===== config.mk =====
export PLATFORM = sky130hd
export DESIGN_NAME = dbgct_regs
export DESIGN_NICKNAME = d
export VERILOG_FILES = /design/src/rtl/dbgct_regs.v
export VERILOG_INCLUDE_DIRS = /design/src /design/src/shared
export SDC_FILE = /design/constraint.sdc
export NUM_CORES = 1
export LEC_CHECK = 0
export BUFFER_PORTS_ARGS = -buffer_cell sky130_fd_sc_hd__buf_2
export CAP_MARGIN = 20
export CORE_ASPECT_RATIO = 0.5
export CORE_UTILIZATION = 45
export CTS_CLUSTER_DIAMETER = 60
export DETAILED_ROUTE_END_ITERATION = 6
export MAX_ROUTING_LAYER = met4
export PLACE_DENSITY = 0.72
export SLEW_MARGIN = 20
export SYNTH_ARGS = -nofsm -noshare
export SYNTH_HDL_FRONTEND = slang
export SYNTH_SLANG_ARGS = --single-unit
export TNS_END_PERCENT = 20

===== constraint.sdc =====
create_clock -name sys_clk -period 7.4 [get_ports sys_clk]
set_input_delay 1.11 -clock sys_clk [delete_from_list [all_inputs] [get_ports sys_clk]]
set_output_delay 1.11 -clock sys_clk [all_outputs]
set_load 0.1 [all_outputs]

===== src/shared/dbgct_defs.vh =====
`ifndef DBGCT_DEFS_VH
`define DBGCT_DEFS_VH

// Register select indices on the register port
`define DBGCT_IDX_CMP_A_HIGH 3'h0
`define DBGCT_IDX_CMP_A_LOW 3'h1
`define DBGCT_IDX_CMP_B_HIGH 3'h2
`define DBGCT_IDX_CMP_B_LOW 3'h3
`define DBGCT_IDX_FIFO_HIGH 3'h4
`define DBGCT_IDX_FIFO_LOW 3'h5
`define DBGCT_IDX_CONTROL 3'h6

// Reset values
`define DBGCT_RST_BYTE 8'h00
`define DBGCT_RST_WORD 16'h0000
`define DBGCT_RST_CNT 4'h0

// Control register bit positions
`define DBGCT_BIT_ENABLE 7
`define DBGCT_BIT_ARM 6
`define DBGCT_BIT_TAG 5
`define DBGCT_BIT_BREAK_REQUEST_ENABLE 4
`define DBGCT_BIT_DIR_A 3
`define DBGCT_BIT_QUAL_A 2
`define DBGCT_BIT_DIR_B 1
`define DBGCT_BIT_QUAL_B 0

// Trace depth and count values
`define DBGCT_FIFO_DEPTH 8
`define DBGCT_CNT_FULL 4'h8
`define DBGCT_CNT_LAST 4'h7

// Trigger mode codes
`define DBGCT_MODE_A_ONLY 4'h0
`define DBGCT_MODE_A_OR_B 4'h1
`define DBGCT_MODE_A_THEN_B 4'h2
`define DBGCT_MODE_EVENT_B 4'h3
`define DBGCT_MODE_A_THEN_EVENT_B 4'h4
`define DBGCT_MODE_A_AND_BDATA 4'h5
`define DBGCT_MODE_A_NOT_BDATA 4'h6
`define DBGCT_MODE_INSIDE 4'h7
`define DBGCT_MODE_OUTSIDE 4'h8

`endif


===== src/rtl/dbgct_regs.v =====
`timescale 1ns/100ps
`include "dbgct_defs.vh"

// How it works
// - Two 16-bit compare values, byte registers, reset zero
// - Compare byte writes ignored while armed
// - High port shows upper byte, no advance
// - Low port read advances to next word
// - Event-only modes store bytes, high reads zero
// - Armed low reads never advance the trace
// - Unarmed low read captures last opcode address
// - Unarmed trace is eight-deep delay line
// - Control register always readable and writable
// - Enable bit 7, not settable when secure
// - Arm bit 6, auto clear, manual stop
// - Bit 5 picks tag or force break
// - Bit 4 enables break at run end
// - Trace storage independent of break enable
// - Bits 3:2 qualify comparator A direction
// - Bits 1:0 qualify comparator B direction
// - Begin run ends on full, end run on its trigger
// - Modes 0011 and 0100 are event-only
module dbgct_regs #(
    parameter DEPTH = `DBGCT_FIFO_DEPTH
) (
    input wire sys_clk,
    input wire reset,
    input wire [2:0] reg_sel,
    input wire reg_wr,
    input wire reg_rd,
    input wire [7:0] reg_wdata,
    output reg [7:0] reg_rdata,
    input wire secure,
    input wire [3:0] trigger_mode,
    input wire begin_trace,
    input wire opcode_qualified_trigger,
    input wire bus_valid,
    input wire bus_read,
    input wire bus_fetch,
    input wire [15:0] bus_addr,
    input wire [7:0] bus_data,
    output reg break_request,
    output reg break_is_tag,
    output wire armed_flag,
    output reg match_a_flag,
    output reg match_b_flag,
    output reg [3:0] fifo_count
);

    reg [7:0] compare_a_high_byte;
    reg [7:0] compare_a_low_byte;
    reg [7:0] compare_b_high_byte;
    reg [7:0] compare_b_low_byte;
    reg module_enable;
    reg arm;
    reg tag_select;
    reg break_request_enable;
    reg direction_value_a;
    reg direction_qualify_a;
    reg direction_value_b;
    reg direction_qualify_b;
    reg [15:0] trace_word [0:DEPTH-1];
    reg [15:0] last_fetch;
    reg a_seen;
    reg triggered;
    reg [15:0] store_word;
    reg trig_cond;
    reg [7:0] next_rdata;
    wire [15:0] cmp_a;
    wire [15:0] cmp_b;
    wire wr_ctrl;
    wire wr_cmp;
    wire rd_low;
    wire next_enable;
    wire next_arm;
    wire run_start;
    wire event_only;
    wire begin_eff;
    wire qual_ok;
    wire match_a;
    wire match_b;
    wire trig_hit;
    wire store;
    wire end_run;
    wire advance;
    wire [7:0] ctrl_value;
    integer i;

    // Direction check shared by both comparators
    // A cleared qualify bit lets either direction through
    function dir_ok;
        input qualify;
        input dir_value;
        input rd;
        begin
            dir_ok = !qualify || (rd == dir_value);
        end
    endfunction

    // Joined compare values
    // Written high and low bytes form the word the bus sees
    // byte pairs joined
    assign cmp_a = {compare_a_high_byte, compare_a_low_byte};
    assign cmp_b = {compare_b_high_byte, compare_b_low_byte};

    // Register port strobes
    // FIFO ports and the spare index decode to no write at all
    assign wr_ctrl = reg_wr && (reg_sel == `DBGCT_IDX_CONTROL);
    assign wr_cmp = reg_wr && !arm;
    assign rd_low = reg_rd && (reg_sel == `DBGCT_IDX_FIFO_LOW);

    // Control write decode
    // Enable may stay set while secure; it only cannot rise
    // Arm lands only if the enable from the same write is set
    // secure blocks setting enable
    assign next_enable = reg_wdata[`DBGCT_BIT_ENABLE] && (!secure || module_enable);
    assign next_arm = reg_wdata[`DBGCT_BIT_ARM] && next_enable;
    assign run_start = wr_ctrl && next_arm && !arm;
    assign armed_flag = arm;

    // Mode decode
    // Event-only modes always run as begin traces
    // event-only modes
    assign event_only = (trigger_mode == `DBGCT_MODE_EVENT_B) ||
                        (trigger_mode == `DBGCT_MODE_A_THEN_EVENT_B);
    assign begin_eff = begin_trace || event_only;

    // Comparator matches, optionally on opcode fetches only
    // Nothing matches while disarmed, so idle flags stay put
    assign qual_ok = bus_valid && arm && (!opcode_qualified_trigger || bus_fetch);
    assign match_a = qual_ok && (bus_addr == cmp_a) &&
                     dir_ok(direction_qualify_a, direction_value_a, bus_read);
    assign match_b = qual_ok && (bus_addr == cmp_b) &&
                     dir_ok(direction_qualify_b, direction_value_b, bus_read);

    // Trigger condition per mode
    // Spare codes never trigger; such a run ends by software
    // compare each armed bus cycle
    always @* begin
        case (trigger_mode)
            `DBGCT_MODE_A_ONLY: trig_cond = match_a;
            `DBGCT_MODE_A_OR_B: trig_cond = match_a || match_b;
            `DBGCT_MODE_A_THEN_B: trig_cond = a_seen && match_b;
            `DBGCT_MODE_EVENT_B: trig_cond = match_b;
            `DBGCT_MODE_A_THEN_EVENT_B: trig_cond = a_seen && match_b;
            `DBGCT_MODE_A_AND_BDATA: trig_cond = match_a && (bus_data == compare_b_low_byte);
            `DBGCT_MODE_A_NOT_BDATA: trig_cond = match_a && (bus_data != compare_b_low_byte);
            `DBGCT_MODE_INSIDE: trig_cond = qual_ok && (bus_addr >= cmp_a) && (bus_addr <= cmp_b);
            `DBGCT_MODE_OUTSIDE: trig_cond = qual_ok && ((bus_addr < cmp_a) || (bus_addr > cmp_b));
            default: trig_cond = 1'b0;
        endcase
    end
    // A trigger counts only while armed
    assign trig_hit = arm && trig_cond;

    // What enters the trace and when
    // End traces keep every fetch; begin traces start after trigger
    // The trigger fetch itself is not stored in a begin trace
    always @* begin
        store_word = bus_addr;
        if (event_only) begin
            store_word = {8'h00, bus_data};
        end
    end
    assign store = arm && (event_only ? trig_cond :
                   (bus_valid && bus_fetch && (!begin_trace || triggered)));

    // The eighth store fills the trace and closes a begin run
    // run end
    assign end_run = arm && ((begin_eff && store && (fifo_count == `DBGCT_CNT_LAST)) ||
                     (!begin_eff && trig_hit));

    // Armed reads still return word 0, only the shift is held
    // no advance while armed
    assign advance = rd_low && !arm;

    // Comparator byte registers
    // reset zero, read anytime
    always @(posedge sys_clk or posedge reset) begin
        if (reset) begin
            compare_a_high_byte <= `DBGCT_RST_BYTE;
            compare_a_low_byte <= `DBGCT_RST_BYTE;
            compare_b_high_byte <= `DBGCT_RST_BYTE;
            compare_b_low_byte <= `DBGCT_RST_BYTE;
        end else if (wr_cmp) begin
            case (reg_sel)
                `DBGCT_IDX_CMP_A_HIGH: compare_a_high_byte <= reg_wdata;
                `DBGCT_IDX_CMP_A_LOW: compare_a_low_byte <= reg_wdata;
                `DBGCT_IDX_CMP_B_HIGH: compare_b_high_byte <= reg_wdata;
                `DBGCT_IDX_CMP_B_LOW: compare_b_low_byte <= reg_wdata;
                default: ;
            endcase
        end
    end

    // Control register; a software write outranks run completion
    // Setup bits change only by software, never by a run
    // always writable
    always @(posedge sys_clk or posedge reset) begin
        if (reset) begin
            module_enable <= 1'b0;
            arm <= 1'b0;
            tag_select <= 1'b0;
            break_request_enable <= 1'b0;
            direction_value_a <= 1'b0;
            direction_qualify_a <= 1'b0;
            direction_value_b <= 1'b0;
            direction_qualify_b <= 1'b0;
        end else if (wr_ctrl) begin
            module_enable <= next_enable;
            arm <= next_arm;
            tag_select <= reg_wdata[`DBGCT_BIT_TAG];
            break_request_enable <= reg_wdata[`DBGCT_BIT_BREAK_REQUEST_ENABLE];
            direction_value_a <= reg_wdata[`DBGCT_BIT_DIR_A];
            direction_qualify_a <= reg_wdata[`DBGCT_BIT_QUAL_A];
            direction_value_b <= reg_wdata[`DBGCT_BIT_DIR_B];
            direction_qualify_b <= reg_wdata[`DBGCT_BIT_QUAL_B];
        end else if (end_run) begin
            arm <= 1'b0;
        end
    end

    // Run state: A-seen, begin trigger seen, valid count, match flags
    // Flags clear only on a fresh arm, which no match can meet
    // The count saturates so a long end trace reads as full
    always @(posedge sys_clk or posedge reset) begin
        if (reset) begin
            a_seen <= 1'b0;
            triggered <= 1'b0;
            fifo_count <= `DBGCT_RST_CNT;
            match_a_flag <= 1'b0;
            match_b_flag <= 1'b0;
        end else if (run_start) begin
            a_seen <= 1'b0;
            triggered <= 1'b0;
            fifo_count <= `DBGCT_RST_CNT;
            match_a_flag <= 1'b0;
            match_b_flag <= 1'b0;
        end else begin
            if (match_a) begin
                a_seen <= 1'b1;
                match_a_flag <= 1'b1;
            end
            if (match_b) begin
                match_b_flag <= 1'b1;
            end
            if (trig_hit && begin_trace) begin
                triggered <= 1'b1;
            end
            if (store && (fifo_count != `DBGCT_CNT_FULL)) begin
                fifo_count <= fifo_count + 4'h1;
            end
        end
    end

    // Most recent opcode fetch address
    // Profiling reads take this value, one cycle old at most
    always @(posedge sys_clk or posedge reset) begin
        if (reset) begin
            last_fetch <= `DBGCT_RST_WORD;
        end else if (bus_valid && bus_fetch) begin
            last_fetch <= bus_addr;
        end
    end

    // Trace shift register: word 0 is the current read word
    // Store needs arm and advance needs no arm, so they never meet
    // low read shifts
    always @(posedge sys_clk or posedge reset) begin
        if (reset) begin
            for (i = 0; i < DEPTH; i = i + 1) begin
                trace_word[i] <= `DBGCT_RST_WORD;
            end
        end else if (store || advance) begin
            for (i = 0; i < DEPTH - 1; i = i + 1) begin
                trace_word[i] <= trace_word[i + 1];
            end
            trace_word[DEPTH - 1] <= store ? store_word : last_fetch;
        end
    end

    // Break request pulse at the end of a run
    // Tag type is latched with the pulse so it reads back steady
    // break when enabled
    always @(posedge sys_clk or posedge reset) begin
        if (reset) begin
            break_request <= 1'b0;
            break_is_tag <= 1'b0;
        end else begin
            break_request <= end_run && break_request_enable;
            if (end_run && break_request_enable) begin
                break_is_tag <= tag_select;
            end
        end
    end

    // Read data selection
    assign ctrl_value = {module_enable, arm, tag_select, break_request_enable,
                         direction_value_a, direction_qualify_a,
                         direction_value_b, direction_qualify_b};
    always @* begin
        case (reg_sel)
            `DBGCT_IDX_CMP_A_HIGH: next_rdata = compare_a_high_byte;
            `DBGCT_IDX_CMP_A_LOW: next_rdata = compare_a_low_byte;
            `DBGCT_IDX_CMP_B_HIGH: next_rdata = compare_b_high_byte;
            `DBGCT_IDX_CMP_B_LOW: next_rdata = compare_b_low_byte;
            // zero in event-only modes
            // Profiling shifts can leave addresses there; hide them
            `DBGCT_IDX_FIFO_HIGH: next_rdata = event_only ? 8'h00 : trace_word[0][15:8];
            `DBGCT_IDX_FIFO_LOW: next_rdata = trace_word[0][7:0];
            `DBGCT_IDX_CONTROL: next_rdata = ctrl_value;
            // Spare index reads zero
            default: next_rdata = 8'h00;
        endcase
    end

    // Registered read data, captured before any shift
    // Holding between reads lets a slow host fetch the byte late
    always @(posedge sys_clk or posedge reset) begin
        if (reset) begin
            reg_rdata <= `DBGCT_RST_BYTE;
        end else if (reg_rd) begin
            reg_rdata <= next_rdata;
        end
    end

endmodule // dbgct_regs


After elaboration in Yosys (flattened, before gate mapping)
Index checks and enable logic that the tools add are counted.
{"block": "op_classes", "eq_ne": 22, "mux": 16, "magnitude_cmp": 4, "n_addsub": 1, "n_reduce_logical": 61}
{"operator": "$pmux W8 S7", "n": 1}
{"operator": "$eq A16 B16 Y1", "n": 2}
{"operator": "$mux W16", "n": 2}
{"operator": "$logic_and A1 B1 Y1", "n": 31}
{"operator": "$eq A4 B3 Y1 const B", "n": 5}
{"operator": "$ge A16 B16 Y1", "n": 1}
{"operator": "$gt A16 B16 Y1", "n": 1}
{"operator": "$le A16 B16 Y1", "n": 1}
{"operator": "$lt A16 B16 Y1", "n": 1}
{"operator": "$logic_or A1 B1 Y1", "n": 11}
{"operator": "$reduce_bool A2 Y1", "n": 5}
{"operator": "$eq A3 B3 Y1 const B", "n": 3}
{"operator": "$mux W1", "n": 9}
{"operator": "$eq A4 B2 Y1 const B", "n": 2}
{"operator": "$eq A8 B8 Y1", "n": 1}
{"operator": "$mux W4", "n": 2}
{"operator": "$mux W8", "n": 1}
{"operator": "$ne A8 B8 Y1", "n": 1}
{"operator": "$pmux W1 S8", "n": 1}
{"operator": "$reduce_and A2 Y1", "n": 4}
{"operator": "$logic_not A1 Y1", "n": 7}
{"operator": "$eq A3 B2 Y1 const B", "n": 2}
{"operator": "$add A4 B1 Y4 const B", "n": 1}
{"operator": "$eq A4 B1 Y1 const B", "n": 1}
{"operator": "7 further kinds", "n": 8}
{"block": "totals", "regBits": 201}

Depth between registers and ports, before layout
{"block": "logic_depth", "ltp_word": 15, "ltp_mapped": 12, "mapped_depth_nobuf": 10}

Worst setup path after synthesis
OpenSTA, ideal clock, no wires.
{"block": "synth_path", "path_type": "input -> register", "start": "input port bus_addr[14]", "end": "register trace_word[100] (netlist name)", "arrival_ns": 3.205, "required_time_ns": 7.275, "path_stages": 11, "path_slack_ns": 4.070, "cell_sequence": "ha_1 nand4_1 nor4_1 nand4_1 nor2_1 o21bai_1 a31o_1 nand2_1 buf_4 buf_4 mux2_2"}
{"block": "synth_via", "elab_chain_cells": 8, "word_cells_on_any_way": 22, "cone_classes": "4 x order compare; 2 x eq/ne; 2 x mux; 14 x reduce/logical"}
{"element": "start, declared", "line_no": "dbgct_regs.v:40", "rtl": "input wire [15:0] bus_addr,"}
{"element": "parallel branches: the longest is 4 deep, another holds $lt A16 B16 Y1"}
{"element": "$pmux W1 S8 (*)", "line_no": "dbgct_regs.v:140", "rtl": "case (trigger_mode)"}
{"element": "$mux W1 (*)", "line_no": "dbgct_regs.v:165", "rtl": "assign store = arm && (event_only ? trig_cond :"}
{"element": "$logic_and A1 B1 Y1 (*)", "line_no": "dbgct_regs.v:165"}
{"element": "$logic_or A1 B1 Y1 (*)", "line_no": "dbgct_regs.v:274", "rtl": "end else if (store || advance) begin"}
{"element": "end signal, assigned by index", "line_no": "dbgct_regs.v:272", "rtl": "trace_word[i] <= `DBGCT_RST_WORD;"}
{"element": "end signal, assigned by index", "line_no": "dbgct_regs.v:276", "rtl": "trace_word[i] <= trace_word[i + 1];"}
{"element": "end signal, assigned by index", "line_no": "dbgct_regs.v:278", "rtl": "trace_word[DEPTH - 1] <= store ? store_word : last_fetch;"}
{"element": "end, declared", "line_no": "dbgct_regs.v:62", "rtl": "reg [15:0] trace_word [0:DEPTH-1];"}
Mark *: on every way between the ends.
A chain may end at the register's enable or synchronous reset.

Worst setup path after layout
{"block": "layout_path", "start": "input port bus_addr[14]", "end": "register trace_word[17] (netlist name)"}
Same word-level chain as after synthesis.

==> metrics <==
post-route setup TNS=0 ps; RePlAce Congestion=approximately 0.94; routed vias=6123; syn_nets=830; Worst Path Arrival=4750 ps; Power Dens Cells=336 nW/um^2; worst-skew pair later-pin latency=490 ps; Yosys reg bits=about 200; CTS tree=yes; Final Core Density=between 50% and 60%; Post-DRT Antenna Nets=0; post-synthesis cell area=9630 sq um; initial drt markers=between 500 and 600; first-pass GRT wire length=34.9 mm; Buffers on Ports=between 60 and 70; Sink Count=201; worst vdd ir=~0.27 mV; MaxCap Viol Count=0; CP max-delay cell=and2_4; Die X=209 um; crit-path max FO=47; largest cells by area after synthesis=dfrtp_1 (52%), mux2_4 (12%), mux2_2 (9.1%); final clock skew=9.48 ps; drt first pass iters=6; cell leakage power=5.14 nW; met3 Use GR=4.26%; status=complete, no violations; Detailed Route WL=22.0 mm; Fmax=between 200 and 250 MHz; Top Usage Layer GRT=met1; Reg clk slew, reported paths=60 ps; M2 GR Usage=30.1%; largest net degree at the start of global routing=126; CTS H-tree lvls=1; Req. time, crit path=7770 ps; Slew @ Worst Pin=1010 ps; post-synthesis cell count=747; Hold Buf Count CTS=0; RSZ-0062 raised after global routing=false; area leader, netlist=dfrtp_1; DRC viols=0; Max-slew headroom=roughly a third; DR WL/cell=20.1 um; total die area=22000 sq um; sequential cell area=5030 sq um; Yosys cell types=between 50 and 60; EDFF count, synth=0; gr ovfl total=0; period utilization=around three fifths; core footprint=20700 sq um; crit-path cells=buf_2 > ha_1 > nand4_1 > nor3_1 > o21ai_0 > nand3_1 > a31o_1 > and2_4 > buf_4 > mux2_4; Startpoint Class=input pin; Final Critical Period=roughly 4400 ps; fill count=about 1700; Final Max Tran Viols=0; final-report hold violation count=0; number of diodes=0; CP Class=in -> reg; Area Growth Syn to Fin=10.8%; vias in the first global route=6026; CP Capture Type=register; Starting Density=46.4%; Setup Buffers After CTS=0; DP HPWL=roughly 16 mm; Hold WC Path Type=reg -> reg; Clock Root Buffer=clkbuf_16; Tot GR Track Use=21.2%; Post-synth top flop=dfrtp_1; Slowest Stage Delay on Critical Path=780 ps; fraction of registers with async set/reset=100%; Resized cells post-CTS=0; Synth top area share=52.2%; endpoints failing setup=0; Seq/Total Area, Yosys=52.2%; clk buf depth=3; IO Count=66; die height=105 um; # rows=37; layout net count=between 800 and 900; Vias/cell=between 5 and 6; CTS Buf Count=19; GR Util met1=approximately 30%; syn avg cell area=about 13 sq um; Synth warnings=0; initial antenna violation count=0; share of cells above drive strength 1=33.4%; multi-input gate area in the final layout=4140 sq um
[critical path, delay by kind of cell]
kind | cells | cell delay [ps]
AND/OR/NAND/NOR | 4 | 1580
buffers and inverters | 2 | 790
AO/OA/AOI/OAI | 2 | 570
multiplexers | 1 | 350
adder cells (fa/ha/maj) | 1 | 320
[registers in the layout (all words and copies together) (netlist names), 4 cells and up]
register and flops:
trace_word 128, last_fetch 16, compare_a_high_byte 8, compare_a_low_byte 8, compare_b_high_byte 8, compare_b_low_byte 8, reg_rdata 8, fifo_count 4
[layer usage]
layer,wire [um],up-vias
li1,-,2796
met1,10600,3109
met2,9540,186
met3,1500,32
met4,386,0
met5,0,-
[metrics by stage]
stage / hold WS, ps / cells / worst slack, ps / area [sq um] / power, mW
finish: 492 / 1093 / 3020 / 10700 / 3.59
global route: 512 / 1093 / 2860 / 10700 / 3.76
CTS: 497 / 1092 / 3160 / 10600 / 3.61
floorplan: 451 / 747 / 808 / 9630 / 2.41
detailed placement: 480 / 1058 / 2650 / 10100 / 2.67
global placement: 473 / 1058 / 2730 / 10100 / 2.62
[path summary, 6_finish.rpt]
path                                           to  slack [ps]  cells past startpoint                    from
worst max register to register     trace_word[17]        3310                     10  compare_a_high_byte[6]
min in group asynchronous          trace_word[70]         790                      2                   reset
worst max-delay path               trace_word[17]        3020                     10            bus_addr[14]
worst min-delay path                 break_is_tag         490                      1            break_is_tag
worst min register to register       break_is_tag         490                      1            break_is_tag
max in group asynchronous       direction_value_a        5310                      4                   reset
[power breakdown]
| part | leakage [nW] | internal (mW) | switching [mW] |
|---|---|---|---|
| registers | 2.49 | 1.47 | 0.282 |
| clock network | 0.287 | 0.506 | 0.425 |
| logic | 2.36 | 0.499 | 0.407 |
[final cells by class]
| type | count | area share, % |
|---|---|---|
| well taps | 273 | 3.20 |
| inverters | 51 | 1.86 |
| multi-input cells | 464 | 38.8 |
| flip-flops and latches | 201 | 47.1 |
| repair buffers | 70 | 3.52 |
| clock inverters | 10 | 0.574 |
| clock buffers | 24 | 4.91 |
[synthesized netlist by cell type, types with 2 or more instances]
cell and number:
mux2i_1 7, a221oi_1 17, o221a_2 8, mux2_2 78, buf_12 9, clkbuf_1 14
o22ai_1 8, o31ai_1 2, o211ai_1 4, nand4_1 10, a211oi_1 2, dfrtp_1 201
mux2_4 80, o21a_1 10, buf_1 2, and4_1 2, nor2b_1 4, o21ai_0 31
a22oi_1 8, xnor2_1 8, o22a_1 2, nand2_1 57, inv_1 51, ha_1 34
buf_4 3, xor2_1 2, a21oi_1 32, nor3_1 2, nand3_1 11, buf_2 3
a31oi_1 2, nor2_1 22
[logic make-up (layout without fill, tap and decap cells)]
group                    after synthesis  count (layout)  synth area share, %
flip-flops                           201             201                 52.2
multiplexers                         166             166                 22.4
AO/OA/AOI/OAI                        135             135                 9.44
AND/OR/NAND/NOR                      119             119                 5.72
buffers and inverters                 82             155                 4.87
adder cells (fa/ha/maj)               34              34                 4.42
XOR/XNOR                              10              10                0.909
[placed cells by master (no fill, tap or decap), types with 7 or more instances in the layout]
cell type,n
nand3_1,11
ha_1,34
a221oi_1,17
mux2_4,80
nand4_1,10
dfrtp_1,201
clkbuf_16,19
o21ai_0,31
xnor2_1,8
a21oi_1,32
mux2_2,78
nand2_1,56
o22ai_1,8
mux2i_1,7
o21a_1,10
a22oi_1,8
o221a_2,8
buf_2,65
inv_1,50
nor2_1,22
(Power assumes the default switching activity.)
